$ cat config.mk
export PLATFORM = sky130hd
export DESIGN_NAME = strap_link_config
export DESIGN_NICKNAME = d
export VERILOG_FILES = /design/src/strap_link_config.v
export VERILOG_INCLUDE_DIRS = /design/src /design/src/include
export SDC_FILE = /design/constraint.sdc
export NUM_CORES = 1
export LEC_CHECK = 0
export BUFFER_PORTS_ARGS = -buffer_cell sky130_fd_sc_hd__buf_2
export CAP_MARGIN = 20
export CORE_UTILIZATION = 25
export CTS_BUF_LIST = sky130_fd_sc_hd__clkbuf_2 sky130_fd_sc_hd__clkbuf_4 sky130_fd_sc_hd__clkbuf_8
export DETAILED_ROUTE_END_ITERATION = 8
export PLACE_DENSITY_LB_ADDON = 0.15
export SKIP_CTS_REPAIR_TIMING = 1
export SLEW_MARGIN = 30
export SYNTH_ARGS = -nofsm -noshare
export SYNTH_HDL_FRONTEND = slang
export SYNTH_SLANG_ARGS = --single-unit
$ cat constraint.sdc
create_clock -name CLOCK_IN -period 1.88 [get_ports CLOCK_IN]
set_clock_uncertainty 0.05 [all_clocks]
set_input_delay 0 -clock CLOCK_IN [delete_from_list [all_inputs] [get_ports CLOCK_IN]]
set_output_delay 0 -clock CLOCK_IN [all_outputs]
set_load 0.02 [all_outputs]
$ cat src/include/strap_defines.vh
/*
 * Register offsets, field positions and timing counts of the transceiver
 * strap and link configuration block.
 * Assumes inclusion by bare name from design files; definitions only.
 */
`ifndef STRAP_DEFINES_VH
`define STRAP_DEFINES_VH

// ----------------------------------------------------------------------
// register offsets on the management register port
// ----------------------------------------------------------------------
`define ADDR_BASIC_CTRL       5'h00
`define ADDR_ADVERTISE        5'h04
`define ADDR_SOFT_STRAP_ONE   5'h09
`define ADDR_SOFT_STRAP_TWO   5'h0A
`define ADDR_SOFT_STRAP_THREE 5'h0B
`define ADDR_XCVR_CTRL        5'h19
`define ADDR_SOFT_RESET_CTRL  5'h1F

// ----------------------------------------------------------------------
// field positions
// ----------------------------------------------------------------------
`define BIT_BASIC_ISOLATE     10
`define BIT_BASIC_NEG_EN      12
`define BIT_ADV_10_HALF       5
`define BIT_ADV_10_FULL       6
`define BIT_ADV_100_HALF      7
`define BIT_ADV_100_FULL      8
`define BIT_SS1_CONFIG_DONE   15
`define BIT_SS1_XOVER_EN      14
`define BIT_SS1_NEG_EN        13
`define BIT_SS1_ABIL_HI       12
`define BIT_SS1_ABIL_LO       11
`define BIT_SS1_OVERRIDE      10
`define BIT_XCVR_XOVER_EN     15
`define BIT_XCVR_XOVER_FORCE  14
`define BIT_RST_SOFT_RESET    15
`define BIT_RST_SOFT_RESTART  14

// ----------------------------------------------------------------------
// strap pin positions in the synchroniser vector
// ----------------------------------------------------------------------
`define STRAP_ABIL_LO         0
`define STRAP_ABIL_HI         1
`define STRAP_NEG_EN          2
`define STRAP_ADDR_LO         3
`define STRAP_ADDR_HI         7
`define STRAP_XOVER_EN        8
`define STRAP_SOFT_SEL        9

// ----------------------------------------------------------------------
// reset values
// ----------------------------------------------------------------------
`define RESET_WORD_ZERO       16'h0000
`define RESET_ADV_SELECTOR    16'h0001
`define RESET_INT_PULSE_LEN   4'h4
`define RESET_PHY_ADDR        5'h01

`endif

$ cat src/strap_link_config.v
/*
 * Strap latching and link configuration of a 10/100 transceiver: hardware
 * and software straps, advertisement, crossover, isolation, mode resolve.
 * Assumes a management frame engine on the same clock that presents
 * one-cycle register read/write strobes, and strap pins that are
 * asynchronous and stable around hardware reset release.
 * Transmit gating and MAC output enables stay low while isolated or held.
 */
// Overview of operation
// - partner without negotiation: speed from parallel detect, duplex forced half
// - four protocols; resolve to best mode both sides advertise
// - negotiation strap low: ability straps force speed and duplex
// - negotiation strap high: ability straps choose advertised abilities
// - strap abilities loaded into advertisement bits 8 to 5 at reset
// - crossover on by default; strap, soft strap bit 14, control bit 15
// - control bit 14 forces crossover regardless of negotiation or auto
// - automatic crossover keeps working in forced 100 Mb/s
// - both sides automatic: random arbitration picks who crosses
// - basic control bit 10 isolates the MAC data interface
// - isolated: transmit inputs ignored, MAC outputs released
// - isolated: management reads and writes still answered
// - isolated: line keeps idles or pulses, negotiation and link continue
// - five address straps share collision and receive data pins
// - address straps latched at power-up and each hardware reset
// - with no strap parts, latched address defaults to 00001
// - select pin low: start in soft strap mode, held powered down
// - while held down, host programs strap registers through management
// - config done bit: leave power-down, pulse reset, latch soft straps
// - latched soft straps survive soft reset and restart bits
// - three soft strap registers hold virtual strap options
// - crossover strap pulled up by default, pull-down disables
`timescale 1ns/10ps
`include "strap_defines.vh"

module strap_link_config #(
  parameter LFSR_WIDTH = 11
) (
  input  wire        CLOCK_IN,
  input  wire        RESET_N_IN,
  input  wire        NEG_EN_STRAP_IN,
  input  wire        ABIL_HI_STRAP_IN,
  input  wire        ABIL_LO_STRAP_IN,
  input  wire        XOVER_EN_STRAP_IN,
  input  wire [4:0]  ADDR_STRAP_IN,
  input  wire        SOFT_STRAP_SEL_IN,
  input  wire        REG_WR_IN,
  input  wire        REG_RD_IN,
  input  wire [4:0]  REG_ADDR_IN,
  input  wire [15:0] REG_WDATA_IN,
  input  wire [15:0] PARTNER_ABIL_IN,
  input  wire        PARTNER_NEG_IN,
  input  wire        PARALLEL_100_IN,
  input  wire        PARTNER_XOVER_AUTO_IN,
  input  wire        PAIR_SWAP_NEEDED_IN,
  input  wire        TX_EN_IN,
  input  wire [3:0]  TXD_IN,
  output reg  [15:0] REG_RDATA_OUT,
  output reg         REG_RVALID_OUT,
  output reg  [4:0]  MGMT_ADDR_OUT,
  output reg         POWER_DOWN_OUT,
  output reg         INT_RESET_OUT,
  output reg         NEG_ENABLE_OUT,
  output reg         SPEED_100_OUT,
  output reg         FULL_DUPLEX_OUT,
  output reg         CROSSOVER_OUT,
  output reg         MAC_OUT_EN_OUT,
  output reg         TX_EN_GATED_OUT,
  output reg  [3:0]  TXD_GATED_OUT,
  output reg         LINE_DATA_EN_OUT
);

  // ----------------------------------------------------------------------
  // strap synchronisers and one-shot capture
  // ----------------------------------------------------------------------
  localparam STRAP_COUNT = 10;                                // pins behind the synchroniser
  wire [STRAP_COUNT-1:0] strap_sync_w;
  reg  [1:0] rel_q;
  reg        captured_q;
  reg        neg_strap_q;
  reg  [1:0] abil_strap_q;
  reg        xover_strap_q;
  reg        sel_low_q;
  wire [9:0] strap_raw = {SOFT_STRAP_SEL_IN, XOVER_EN_STRAP_IN, ADDR_STRAP_IN,
                          NEG_EN_STRAP_IN, ABIL_HI_STRAP_IN, ABIL_LO_STRAP_IN};

  // two-flop synchroniser per strap pin, first stage read only by the second
  genvar g;
  generate
    for (g = 0; g < STRAP_COUNT; g = g + 1) begin : strap_sync
      reg meta_q;
      reg sync_q;
      always @(posedge CLOCK_IN or negedge RESET_N_IN) begin
        if (!RESET_N_IN) begin
          meta_q <= 1'b0;
          sync_q <= 1'b0;
        end else begin
          meta_q <= strap_raw[g];
          sync_q <= meta_q;
        end
      end
      assign strap_sync_w[g] = sync_q;
    end
  endgenerate

  // release delay, capture waits until the synchroniser holds post-reset levels
  always @(posedge CLOCK_IN or negedge RESET_N_IN) begin
    if (!RESET_N_IN)
      rel_q <= 2'b00;
    else
      rel_q <= {rel_q[0], 1'b1};
  end

  // capture once, after the synchronised value has settled past reset
  always @(posedge CLOCK_IN or negedge RESET_N_IN) begin
    if (!RESET_N_IN) begin
      captured_q    <= 1'b0;
      neg_strap_q   <= 1'b1;
      abil_strap_q  <= 2'b11;
      xover_strap_q <= 1'b1;
      MGMT_ADDR_OUT <= `RESET_PHY_ADDR;
      sel_low_q     <= 1'b0;
    end else if (rel_q[1] && !captured_q) begin
      captured_q    <= 1'b1;
      abil_strap_q  <= strap_sync_w[`STRAP_ABIL_HI:`STRAP_ABIL_LO];
      neg_strap_q   <= strap_sync_w[`STRAP_NEG_EN];
      MGMT_ADDR_OUT <= strap_sync_w[`STRAP_ADDR_HI:`STRAP_ADDR_LO];
      xover_strap_q <= strap_sync_w[`STRAP_XOVER_EN];
      sel_low_q     <= ~strap_sync_w[`STRAP_SOFT_SEL];
    end
  end

  // ----------------------------------------------------------------------
  // advertisement decode shared by reset load and re-latch
  // ----------------------------------------------------------------------
  function [3:0] adv_bits;                                    // {100F,100H,10F,10H}
    input       neg;
    input [1:0] ab;
    begin
      // forced mode advertises only the forced ability
      if (!neg)
        adv_bits = {ab == 2'b11, ab == 2'b10, ab == 2'b01, ab == 2'b00};
      else case (ab)
        2'b00:   adv_bits = 4'b0011;
        2'b01:   adv_bits = 4'b1100;
        2'b10:   adv_bits = 4'b0101;
        default: adv_bits = 4'b1111;
      endcase
    end
  endfunction

  // ----------------------------------------------------------------------
  // registers and soft strap sequence
  // ----------------------------------------------------------------------
  // register images
  reg  [15:0] basic_q;
  reg  [15:0] adv_q;
  reg  [15:0] ss1_q;
  reg  [15:0] ss2_q;
  reg  [15:0] ss3_q;
  reg  [15:0] xcvr_q;
  reg  [15:0] rstc_q;
  // effective strap values after hardware or soft strap load
  reg         eff_neg_q;
  reg  [1:0]  eff_abil_q;
  reg         eff_xover_q;
  reg         held_q;
  reg         init_q;
  reg  [3:0]  pulse_cnt_q;
  // decode of release and soft reset requests
  wire        wr_ss1 = REG_WR_IN && (REG_ADDR_IN == `ADDR_SOFT_STRAP_ONE);
  wire        release_w = held_q && wr_ss1 && REG_WDATA_IN[`BIT_SS1_CONFIG_DONE];
  wire        soft_rst_w = REG_WR_IN && (REG_ADDR_IN == `ADDR_SOFT_RESET_CTRL) &&
                           (REG_WDATA_IN[`BIT_RST_SOFT_RESET] ||
                            REG_WDATA_IN[`BIT_RST_SOFT_RESTART]);
  wire [3:0]  ss_adv = adv_bits(REG_WDATA_IN[`BIT_SS1_NEG_EN],
                                REG_WDATA_IN[`BIT_SS1_ABIL_HI:`BIT_SS1_ABIL_LO]);

  // register writes, power-down hold and reset-time loading
  always @(posedge CLOCK_IN or negedge RESET_N_IN) begin
    if (!RESET_N_IN) begin
      basic_q     <= `RESET_WORD_ZERO;
      adv_q       <= `RESET_ADV_SELECTOR;
      ss1_q       <= `RESET_WORD_ZERO;
      ss2_q       <= `RESET_WORD_ZERO;
      ss3_q       <= `RESET_WORD_ZERO;
      xcvr_q      <= `RESET_WORD_ZERO;
      rstc_q      <= `RESET_WORD_ZERO;
      eff_neg_q   <= 1'b1;
      eff_abil_q  <= 2'b11;
      eff_xover_q <= 1'b1;
      held_q      <= 1'b0;
      init_q      <= 1'b0;
      pulse_cnt_q <= 4'h0;
    end else begin
      rstc_q <= `RESET_WORD_ZERO;                             // self-clearing bits
      // internal reset pulse counts down to zero
      if (pulse_cnt_q != 4'h0)
        pulse_cnt_q <= pulse_cnt_q - 4'h1;
      if (captured_q && !init_q) begin
        // load strap values once after hardware reset
        init_q      <= 1'b1;
        held_q      <= sel_low_q;
        eff_neg_q   <= neg_strap_q;
        eff_abil_q  <= abil_strap_q;
        eff_xover_q <= xover_strap_q;
        adv_q[`BIT_ADV_100_FULL:`BIT_ADV_10_HALF] <=
          adv_bits(neg_strap_q, abil_strap_q);
        basic_q[`BIT_BASIC_NEG_EN] <= neg_strap_q;
        xcvr_q[`BIT_XCVR_XOVER_EN] <= xover_strap_q;
      end else if (release_w) begin
        // config done: latch soft straps, leave power-down, pulse reset
        held_q      <= 1'b0;
        pulse_cnt_q <= `RESET_INT_PULSE_LEN;
        ss1_q       <= REG_WDATA_IN;
        eff_neg_q   <= REG_WDATA_IN[`BIT_SS1_NEG_EN];
        eff_abil_q  <= REG_WDATA_IN[`BIT_SS1_ABIL_HI:`BIT_SS1_ABIL_LO];
        eff_xover_q <= REG_WDATA_IN[`BIT_SS1_XOVER_EN];
        adv_q[`BIT_ADV_100_FULL:`BIT_ADV_10_HALF] <= ss_adv;
        basic_q[`BIT_BASIC_NEG_EN] <= REG_WDATA_IN[`BIT_SS1_NEG_EN];
        xcvr_q[`BIT_XCVR_XOVER_EN] <= REG_WDATA_IN[`BIT_SS1_XOVER_EN];
      end else if (soft_rst_w) begin
        // soft reset restores latched defaults, keeps soft straps
        pulse_cnt_q <= `RESET_INT_PULSE_LEN;
        basic_q     <= `RESET_WORD_ZERO;
        basic_q[`BIT_BASIC_NEG_EN] <= eff_neg_q;
        adv_q[`BIT_ADV_100_FULL:`BIT_ADV_10_HALF] <= adv_bits(eff_neg_q, eff_abil_q);
        xcvr_q      <= `RESET_WORD_ZERO;
        xcvr_q[`BIT_XCVR_XOVER_EN] <= eff_xover_q;
      end else if (REG_WR_IN) begin
        // register writes work in isolate and in strap hold alike
        case (REG_ADDR_IN)
          `ADDR_BASIC_CTRL:       basic_q <= REG_WDATA_IN;
          `ADDR_ADVERTISE:        adv_q   <= REG_WDATA_IN;
          `ADDR_SOFT_STRAP_ONE:   ss1_q   <= REG_WDATA_IN;
          `ADDR_SOFT_STRAP_TWO:   ss2_q   <= REG_WDATA_IN;
          `ADDR_SOFT_STRAP_THREE: ss3_q   <= REG_WDATA_IN;
          `ADDR_XCVR_CTRL:        xcvr_q  <= REG_WDATA_IN;
          default:                rstc_q  <= `RESET_WORD_ZERO;
        endcase
      end
    end
  end

  // read answer, one cycle after the strobe
  always @(posedge CLOCK_IN or negedge RESET_N_IN) begin
    if (!RESET_N_IN) begin
      REG_RDATA_OUT  <= `RESET_WORD_ZERO;
      REG_RVALID_OUT <= 1'b0;
    end else begin
      REG_RVALID_OUT <= REG_RD_IN;
      if (REG_RD_IN) begin
        case (REG_ADDR_IN)
          `ADDR_BASIC_CTRL:       REG_RDATA_OUT <= basic_q;
          `ADDR_ADVERTISE:        REG_RDATA_OUT <= adv_q;
          `ADDR_SOFT_STRAP_ONE:   REG_RDATA_OUT <= ss1_q;
          `ADDR_SOFT_STRAP_TWO:   REG_RDATA_OUT <= ss2_q;
          `ADDR_SOFT_STRAP_THREE: REG_RDATA_OUT <= ss3_q;
          `ADDR_XCVR_CTRL:        REG_RDATA_OUT <= xcvr_q;
          `ADDR_SOFT_RESET_CTRL:  REG_RDATA_OUT <= rstc_q;
          default:                REG_RDATA_OUT <= `RESET_WORD_ZERO;
        endcase
      end
    end
  end

  // ----------------------------------------------------------------------
  // speed and duplex resolution
  // ----------------------------------------------------------------------
  wire        neg_on  = basic_q[`BIT_BASIC_NEG_EN];
  // abilities advertised by both sides
  wire [3:0]  common  = adv_q[`BIT_ADV_100_FULL:`BIT_ADV_10_HALF] &
                        PARTNER_ABIL_IN[`BIT_ADV_100_FULL:`BIT_ADV_10_HALF];
  reg         spd_d;
  reg         dup_d;

  // forced, negotiated or parallel-detected mode
  always @* begin
    spd_d = 1'b0;
    dup_d = 1'b0;
    if (!neg_on) begin
      spd_d = eff_abil_q[1];
      dup_d = eff_abil_q[0];
    end else if (!PARTNER_NEG_IN) begin
      spd_d = PARALLEL_100_IN;
      dup_d = 1'b0;
    end else if (common[3]) begin
      spd_d = 1'b1;
      dup_d = 1'b1;
    end else if (common[2]) begin
      spd_d = 1'b1;
    end else if (common[1]) begin
      dup_d = 1'b1;
    end
  end

  // ----------------------------------------------------------------------
  // crossover arbitration
  // ----------------------------------------------------------------------
  reg [LFSR_WIDTH-1:0] lfsr_q;
  reg                  xo_q;
  // automatic and forced crossover from transceiver control
  wire auto_on  = xcvr_q[`BIT_XCVR_XOVER_EN];
  wire force_on = xcvr_q[`BIT_XCVR_XOVER_FORCE];

  // random bit and crossover state, independent of speed forcing
  always @(posedge CLOCK_IN or negedge RESET_N_IN) begin
    if (!RESET_N_IN) begin
      lfsr_q <= {{(LFSR_WIDTH-1){1'b0}}, 1'b1};
      xo_q   <= 1'b0;
    end else begin
      lfsr_q <= {lfsr_q[LFSR_WIDTH-2:0], lfsr_q[LFSR_WIDTH-1] ^ lfsr_q[LFSR_WIDTH-3]};
      if (auto_on && PAIR_SWAP_NEEDED_IN) begin
        if (PARTNER_XOVER_AUTO_IN)
          xo_q <= xo_q ^ lfsr_q[0];
        else
          // no arbiter on the far side: swap on every failed pairing
          xo_q <= ~xo_q;
      end
    end
  end

  // ----------------------------------------------------------------------
  // registered outputs
  // ----------------------------------------------------------------------
  wire iso   = basic_q[`BIT_BASIC_ISOLATE];
  wire quiet = iso | held_q;                                  // isolated or held powered down

  // power and reset status, every top output from a flip-flop
  always @(posedge CLOCK_IN or negedge RESET_N_IN) begin
    if (!RESET_N_IN) begin
      POWER_DOWN_OUT   <= 1'b0;
      INT_RESET_OUT    <= 1'b0;
    end else begin
      POWER_DOWN_OUT   <= held_q || (captured_q && !init_q && sel_low_q);
      INT_RESET_OUT    <= pulse_cnt_q != 4'h0;
    end
  end

  // resolved link mode and crossover
  always @(posedge CLOCK_IN or negedge RESET_N_IN) begin
    if (!RESET_N_IN) begin
      NEG_ENABLE_OUT   <= 1'b0;
      SPEED_100_OUT    <= 1'b0;
      FULL_DUPLEX_OUT  <= 1'b0;
      CROSSOVER_OUT    <= 1'b0;
    end else begin
      NEG_ENABLE_OUT   <= neg_on;
      SPEED_100_OUT    <= spd_d;
      FULL_DUPLEX_OUT  <= dup_d;
      CROSSOVER_OUT    <= force_on | (auto_on & xo_q);
    end
  end

  // MAC side gating, quiet while isolated or held in power-down
  always @(posedge CLOCK_IN or negedge RESET_N_IN) begin
    if (!RESET_N_IN) begin
      MAC_OUT_EN_OUT   <= 1'b0;
      TX_EN_GATED_OUT  <= 1'b0;
      TXD_GATED_OUT    <= 4'h0;
      LINE_DATA_EN_OUT <= 1'b0;
    end else begin
      MAC_OUT_EN_OUT   <= ~quiet;
      TX_EN_GATED_OUT  <= TX_EN_IN & ~quiet;
      TXD_GATED_OUT    <= quiet ? 4'h0 : TXD_IN;
      LINE_DATA_EN_OUT <= ~quiet;
    end
  end

endmodule

* Word-level counts from Yosys, hierarchy flattened
Cells that the tools add are included.
** Storage, ports and cells
- Bits in registers :: 180
- Input port bits :: 60
- Logic and storage cells :: 171
** Cells by class
- Multiplexer cells :: 49
- $add $sub $neg :: 1
- Bitwise gates (word level) :: 13
- Equal/unequal tests :: 16
- Reductions and logical operators :: 37
** Operators with widths (count)
- two-way mux 16 bit :: 10
- one-hot mux 16 bit (6 select lines) :: 1
- two-way mux 4 bit :: 11
- one-hot mux 4 bit (3 select lines) :: 3
- two-way mux 1 bit :: 20
- nonzero test 4 bit :: 5
- two-way mux 9 bit :: 2
- equality test 5 x 4 -> 1 bit, second input constant :: 3
- AND reduction 5 bit :: 3
- equality test 2 bit, second input constant :: 6
- AND reduction 4 bit :: 3
- nonzero test 2 bit :: 6
- equality test 5 bit, second input constant :: 2
- logical AND 1 bit :: 9
- equality test 2 x 1 -> 1 bit, second input constant :: 3
- logical NOT 2 bit :: 3
- inverter 1 bit :: 6
- AND reduction 2 bit :: 3
- equality test 5 x 3 -> 1 bit, second input constant :: 1
- logical NOT 5 bit :: 1
- AND 4 bit :: 1
- two-way mux 2 bit :: 2
- subtractor 4 x 1 -> 4 bit, second input constant :: 1
- AND 1 bit :: 2
- 5 further kinds :: 9

* Depth between registers and ports, before layout
Gate-level depths: netlist (run 1).
- Depth after elaboration :: 6
- Mapped depth :: 8
- Gate-level depth less buffers :: 6

* Worst setup path before layout (run 1)
OpenSTA, ideal clock, no wires.
- Kind :: register to register
- From :: register held_q
- To :: register ss2_q[10]
- Required time :: 1705 ps
- Buffers on the path :: 1
- Cell stages (with the launch flop) :: 7
- Arrival time :: 1777 ps
- Library setup time :: 125 ps
- Clock period less this slack :: 1951 ps
- Slack :: -71 ps
- Cell sequence :: dfrtp_1 -> and3_1 -> nand3_2 -> nand4_2 -> nor4_4 -> buf_4 -> mux2_2
** On the way
- Longest elaborated chain between the ends :: 4
** Ends and longest elaborated chain
- start, declared :: line strap_link_config.v:166 : reg held_q;
- start signal, assigned :: line strap_link_config.v:202 : held_q <= sel_low_q;
- logical AND 1 bit (2 in series) :: line strap_link_config.v:171 : wire release_w = held_q && wr_ss1 && REG_WDATA_IN[`BIT_SS1_CONFIG_DONE];
- inverter 1 bit (no line)
- AND reduction 5 bit (no line)
- end signal, assigned :: line strap_link_config.v:184 : ss2_q <= `RESET_WORD_ZERO;
- end, declared :: line strap_link_config.v:158 : reg [15:0] ss2_q;
Every way passes these cells.
A chain may end at the register's enable or synchronous reset.

* Final worst setup path (run 1)
- From :: register held_q
- To :: register ss2_q[7]
The elaborated chain is that of the path after synthesis.

==> results of run 1 <==
-- through the flow --
| step | power [uW] | cell area, um^2 | hold WS [ns] |
|---|---|---|---|
| 2_1_floorplan | 5700 | 7580 | -0.346 |
| 3_3_place_gp | 6180 | 8680 | -0.0268 |
| 3_5_place_dp | 6260 | 8680 | -0.0170 |
| 4_1_cts | 8710 | 9030 | -0.532 |
| 5_1_grt | 9160 | 9440 | 0.0507 |
| 6_report | 8650 | 9440 | 0.0279 |
-- kinds of logic after synthesis --
| logic type | after synthesis | synth area share |
|---|---|---|
| simple gates | 139 | 0.0966 |
| other cells | 1 | 0.000496 |
| buf+inv | 63 | 0.0405 |
| xor+xnor | 3 | 0.00347 |
| compound gates | 145 | 0.126 |
| mux | 81 | 0.124 |
| fa+ha+maj | 7 | 0.0116 |
| flops | 180 | 0.597 |
-- final cells by class --
cell class | instances | share of cell area
Multi-Input combinational cell | 376 | 0.292
Clock inverter | 10 | 0.00796
Tap cell | 390 | 0.0517
Sequential cell | 180 | 0.479
Clock buffer | 21 | 0.0286
Timing Repair Buffer | 171 | 0.130
Inverter | 26 | 0.0103
-- registers in the layout, summed over array words and instances (netlist names), 4 cells and up --
name / cells
basic_q: 16
MGMT_ADDR_OUT: 5
ss1_q: 16
strap_sync.meta_q: 10
adv_q: 16
ss2_q: 16
ss3_q: 16
TXD_GATED_OUT: 4
lfsr_q: 11
REG_RDATA_OUT: 16
xcvr_q: 16
strap_sync.sync_q: 10
pulse_cnt_q: 4
-- cell usage after synthesis, types with 2 or more instances --
cell	n
a222oi_1	7
nor3_1	4
xnor2_1	2
a22o_1	2
and3_1	12
and2_1	7
buf_6	5
buf_2	8
o2bb2ai_1	3
o2111ai_1	2
a22oi_1	27
nor2_1	22
a21o_1	9
ha_1	7
nor2b_1	5
o31ai_1	2
a211oi_1	2
o211ai_1	3
inv_1	26
nand3_1	4
dfstp_2	11
mux2i_1	12
nand2b_1	4
nand2_1	63
or2_2	2
a211o_1	3
nor3_2	2
a21oi_1	13
o22ai_1	11
buf_4	6
dfrtp_1	169
a221oi_1	2
mux2_2	58
clkbuf_1	17
mux2_4	11
or3_1	2
a31oi_1	5
o21ai_0	48
-- worst max-delay path, stage by stage, from the launching register on --
cell and delay (ns):
dfrtp_1 0.38, and3_1 0.21, nand3_2 0.11, nand4_4 0.15
nor4_4 0.22, buf_4 0.23, mux2_2 0.35
-- power by group through the flow --
stage | clock [uW] | combinational [uW] | sequential [uW]
after floorplan | 0 | 777 | 4920
after global placement | 0 | 1270 | 4910
after detailed placement | 0 | 1320 | 4940
after CTS | 2520 | 1320 | 4860
after global routing | 2670 | 1540 | 4940
final | 2410 | 1380 | 4860
-- path summary, 6_finish.rpt --
path | from | to | slack [ns] | cells after the start
setup / recovery | held_q | ss2_q[7] | 0.07 | 6
setup reg to reg | held_q | ss2_q[7] | 0.07 | 6
hold / removal | RESET_N_IN | adv_q[3] | 0.03 | 2
max in group asynchronous | RESET_N_IN | adv_q[0] | 1.10 | 3
hold reg to reg | strap_sync[8].meta_q | strap_sync[8].sync_q | 0.30 | 0
min in group CLOCK_IN | ADDR_STRAP_IN[4] | strap_sync[7].meta_q | 0.13 | 2
-- metal layers --
| layer | up-vias | wire length [um] |
|---|---|---|
| met4 | 0 | 240 |
| li1 | 2501 | - |
| met1 | 2666 | 9660 |
| met3 | 21 | 733 |
| met5 | - | 0 |
| met2 | 103 | 9650 |
==> flow_metrics.py, run 1 <==
metrics = {
    "routing": {
        "drtPass1Iterations": 4,
        "drt_wl_total_um": 20300,
        "drt_iter0_markers": 281,
        "via_per_inst": 4.51,
        "avgRoutedWirePerCell_um": 17.3,
        "drc": 0,
        "antenna_left": 0,
        "dr_total_vias": 5291,
    },
    "die": {
        "dieArea_mm2": 0.0310,
        "coreArea_mm2": 0.0297,
        "placementRows": 63,
        "initial_utilization": 0.255,
        "die_h_um": 176,
        "io_pins": 95,
        "die_x_um": 176,
    },
    "final_layout": {
        "final_common_cell": "dfrtp_1",
        "final-seq-area_mm2": 0.00452,
        "nFillCells": 3009,
        "utilization": 0.318,
        "antenna_cells": 0,
        "layout.nets": 839,
        "final_cells": 1174,
        "mostFrequentLayoutCells": "dfrtp_1 (169), buf_2 (80), nand2_1 (63)",
        "multi_input_area_mm2": 0.00276,
        "drive_gt1_frac": 0.330,
        "syn_to_final_growth_pct": 24.8,
    },
    "power_and_ir_drop": {
        "cellInternalPower_uw": 6190,
        "swShare": 0.285,
        "pwr-share-seq": 0.562,
        "pwr_density_cell_mw_per_mm2": 916,
        "worst_ir_drop_vdd_mv": 0.369,
        "p_clk_frac": 0.278,
        "leakagePower_uw": 0.00428,
        "switching_power_uw": 2460,
        "comb_power_share": 0.159,
    },
    "min_path": {
        "worstHoldPathType": "primary input to async pin",
    },
    "timing": {
        "period_needed_ns": 1.81,
        "setup_viol": 0,
        "max_freq_mhz": 552,
        "max_slew_margin": 0.633,
        "tightest_slew_ns": 0.550,
        "layout_setup_ws_ns": 0.0690,
        "final.period_utilization": 0.963,
        "setup_tns_ns": 0,
        "hold_viol_final": 0,
        "rsz0062_at_grt": "yes",
        "drv_slew": 0,
    },
    "logic_synthesis": {
        "yosysSeqAreaShare": 0.597,
        "ys_types": 59,
        "async_reset_ff_frac": 1.00,
        "synth_area_leaders": "dfrtp_1 (56%), mux2_2 (8.6%), dfstp_2 (3.8%), o21ai_0 (3.2%), nand2_1 (3.1%)",
        "synth_area_mm2": 0.00756,
        "syn_inst": 619,
        "syn_nets": 686,
        "synthDominantCellAreaShare": 0.559,
        "yosys_warnings": 0,
        "synth_edf_count": 0,
        "synth_ff_type": "dfrtp_1",
        "synth_largest_area_cell": "dfrtp_1",
        "avgSynthCellArea_um2": 12.2,
        "ys_ff_latch": 180,
    },
    "clock_tree": {
        "numCtsBuffers": 17,
        "clkTransAtPathRegs_ns": 0.10,
        "clkLatencyLatePin_ns": 0.46,
        "clock-root-buffer": "clkbuf_8",
        "cts.sinks": 180,
        "cts_buffer_depth": 2,
        "cts_tree": "done",
        "htree_levels": 4,
    },
    "worst_setup_path": {
        "critPathLaunchType": "flop",
        "crit_type": "flop to flop",
        "endpoint_kind": "flop",
        "cp_data_required_time_ns": 2.17,
        "worst-path-max-fanout": 6,
        "cp.arrival_ns": 2.10,
    },
    "global_routing": {
        "grt_pass1_vias": 5364,
        "grt_util_met2": 0.219,
        "antenna_found_initial": 0,
        "grt_overflow": 0,
        "grt_max_degree": 61,
        "grt_util_met3": 0.0243,
        "use_met1": 0.189,
        "grt_use_total": 0.136,
        "top_usage_layer": "met2",
        "grt_pass1_wl_um": 31800,
    },
    "run": {
        "maxCapViolations": 0,
    },
    "placed_design": {
        "detailedPlace.worstSlack_ns": 0.0163,
        "dp.cells": 1102,
        "port_buffers": 81,
        "gp_congestion": 0.761,
        "dpl.hpwl_um": 14100,
    },
    "status": {
        "status": "complete, no violations",
    },
}
(Power assumes the default switching activity.)
==> run 2, diff against run 1 <==
--- a/config.mk
+++ b/config.mk
@@ -12,6 +12,7 @@
 export CTS_BUF_LIST = sky130_fd_sc_hd__clkbuf_2 sky130_fd_sc_hd__clkbuf_4 sky130_fd_sc_hd__clkbuf_8
 export DETAILED_ROUTE_END_ITERATION = 8
 export PLACE_DENSITY_LB_ADDON = 0.15
+export SETUP_SLACK_MARGIN = 0.3
 export SKIP_CTS_REPAIR_TIMING = 1
 export SLEW_MARGIN = 30
 export SYNTH_ARGS = -nofsm -noshare
==> run 2 against run 1 <==
Sequential power barely moved. Power rose by 7.0%. Sequential share of layout area fell by 1.9 points. Largest power group unchanged. Critical endpoint is now ss2_q[0]. Critical path depth did not move. Utilization rose by 1.3 points. Combinational power rose by 7%. Worst hold slack got worse by 0.0083 ns. Worst setup slack got worse by 0.014 ns. Count of clock-buffer cells in the layout fell by 2. Fmax fell by 0.75%.
==> flow_metrics.py, run 2 (synthesized netlist as in run 1, its figures left out) <==
metrics = {
    "global_routing": {
        "grt_pass1_wl_um": 32700,
        "grt_pass1_vias": 5612,
        "grt_overflow": 0,
        "antenna_found_initial": 0,
        "grt_max_degree": 67,
        "grt_use_total": 0.142,
    },
    "routing": {
        "dr_total_vias": 5395,
        "antenna_left": 0,
        "avgRoutedWirePerCell_um": 18.2,
        "drt_wl_total_um": 21500,
        "drt_iter0_markers": 399,
        "via_per_inst": 4.55,
        "drc": 0,
        "drtPass1Iterations": 6,
    },
    "worst_setup_path": {
        "crit_type": "flop to flop",
        "endpoint_kind": "flop",
        "critPathLaunchType": "flop",
        "worst-path-max-fanout": 7,
        "cp_data_required_time_ns": 2.18,
        "cp.arrival_ns": 2.13,
    },
    "final_layout": {
        "final_common_cell": "dfrtp_1",
        "antenna_cells": 0,
        "nFillCells": 2949,
        "syn_to_final_growth_pct": 30.1,
        "drive_gt1_frac": 0.350,
        "mostFrequentLayoutCells": "dfrtp_1 (168), buf_2 (80), nand2_1 (63)",
        "layout.nets": 849,
        "final_cells": 1185,
    },
    "die": {
        "coreArea_mm2": 0.0297,
        "dieArea_mm2": 0.0310,
        "io_pins": 95,
        "placementRows": 63,
        "die_x_um": 176,
        "die_h_um": 176,
        "initial_utilization": 0.255,
    },
    "timing": {
        "drv_slew": 0,
        "setup_viol": 0,
        "whs_ns": 0.0196,
        "rsz0062_at_grt": "yes",
        "max_freq_mhz": 548,
        "period_needed_ns": 1.82,
        "max_slew_margin": 0.591,
        "tightest_slew_ns": 0.613,
        "hold_viol_final": 0,
        "final.period_utilization": 0.971,
    },
    "placed_design": {
        "dp.cells": 1105,
        "dpl.hpwl_um": 14300,
        "port_buffers": 81,
        "gp_congestion": 0.784,
    },
    "clock_tree": {
        "cts_tree": "done",
        "htree_levels": 4,
        "clkTransAtPathRegs_ns": 0.10,
        "cts.sinks": 180,
        "numCtsBuffers": 17,
        "clock-root-buffer": "clkbuf_8",
        "cts_buffer_depth": 2,
        "clkLatencyLatePin_ns": 0.46,
    },
    "power_and_ir_drop": {
        "pwr_density_cell_mw_per_mm2": 940,
        "leakagePower_uw": 0.00447,
        "finalPower_uw": 9250,
        "worst_ir_drop_vdd_mv": 0.345,
    },
    "status": {
        "status": "complete, no violations",
    },
    "run": {
        "maxCapViolations": 0,
    },
    "min_path": {
        "worstHoldPathType": "primary input to async pin",
    },
}
-- run 2: cell count changes in the layout (fill, tap and decap cells not counted), sizes merged, moves of 2 or more --
cell | previous run | this run
bufinv | 0 | 2
inv | 29 | 34
clkinvlp | 4 | 1
buf | 130 | 138
-- run 2: cell type report --
type                            instances  area, um^2  share of cell area
Clock buffer                           19         262              0.0266
Multi-Input combinational cell        376        2930               0.298
Sequential cell                       180        4520               0.459
Inverter                               26        97.6             0.00992
Tap cell                              390         488              0.0496
Timing Repair Buffer                  181        1380               0.140
Clock inverter                         13         160              0.0163
-- run 2: power breakdown --
group	switching, uW	internal [uW]	leakage, uW	total, uW
logic	700	782	0.00200	1480
clock network	1580	1300	0.000213	2880
registers	394	4500	0.00226	4890
-- run 2: path summary, 6_finish.rpt --
path                       slack (ns)            startpoint  depth (start not counted)                    to
max                              0.06                held_q                          6              ss2_q[0]
min in group CLOCK_IN            0.04      REG_WDATA_IN[15]                          4            xcvr_q[15]
max reg2reg                      0.06                held_q                          6              ss2_q[0]
min reg2reg                      0.30  strap_sync[8].meta_q                          0  strap_sync[8].sync_q
min                              0.02            RESET_N_IN                          2              ss1_q[9]
max in group asynchronous        1.00            RESET_N_IN                          3      MGMT_ADDR_OUT[0]
-- run 2: routing by layer --
metal  share of wire  track usage  up-vias
li1                -            -     2532
met3           0.028       0.0291       22
met4           0.021       0.0540        0
met5               0            0        -
met1            0.46        0.181     2750
met2            0.49        0.237       91
-- run 2: critical path: stages, from the launching register on --
cell,delay (ns)
dfrtp_1,0.40
and3_4,0.19
nand3_4,0.09
nand4_4,0.15
nor4_4,0.24
buf_4,0.24
mux2_2,0.35
-- run 2: metrics by stage --
step	TNS, ns	setup slack (ns)	util	area [um^2]
detailed placement	0	0.0583	0.296	8780
global route	-0.428	-0.0579	0.331	9840
finish	0	0.0553	0.331	9840
floorplan	0	0.0279	-	7670
CTS	0	0.00687	0.310	9210
global placement	0	0.0980	0.296	8780
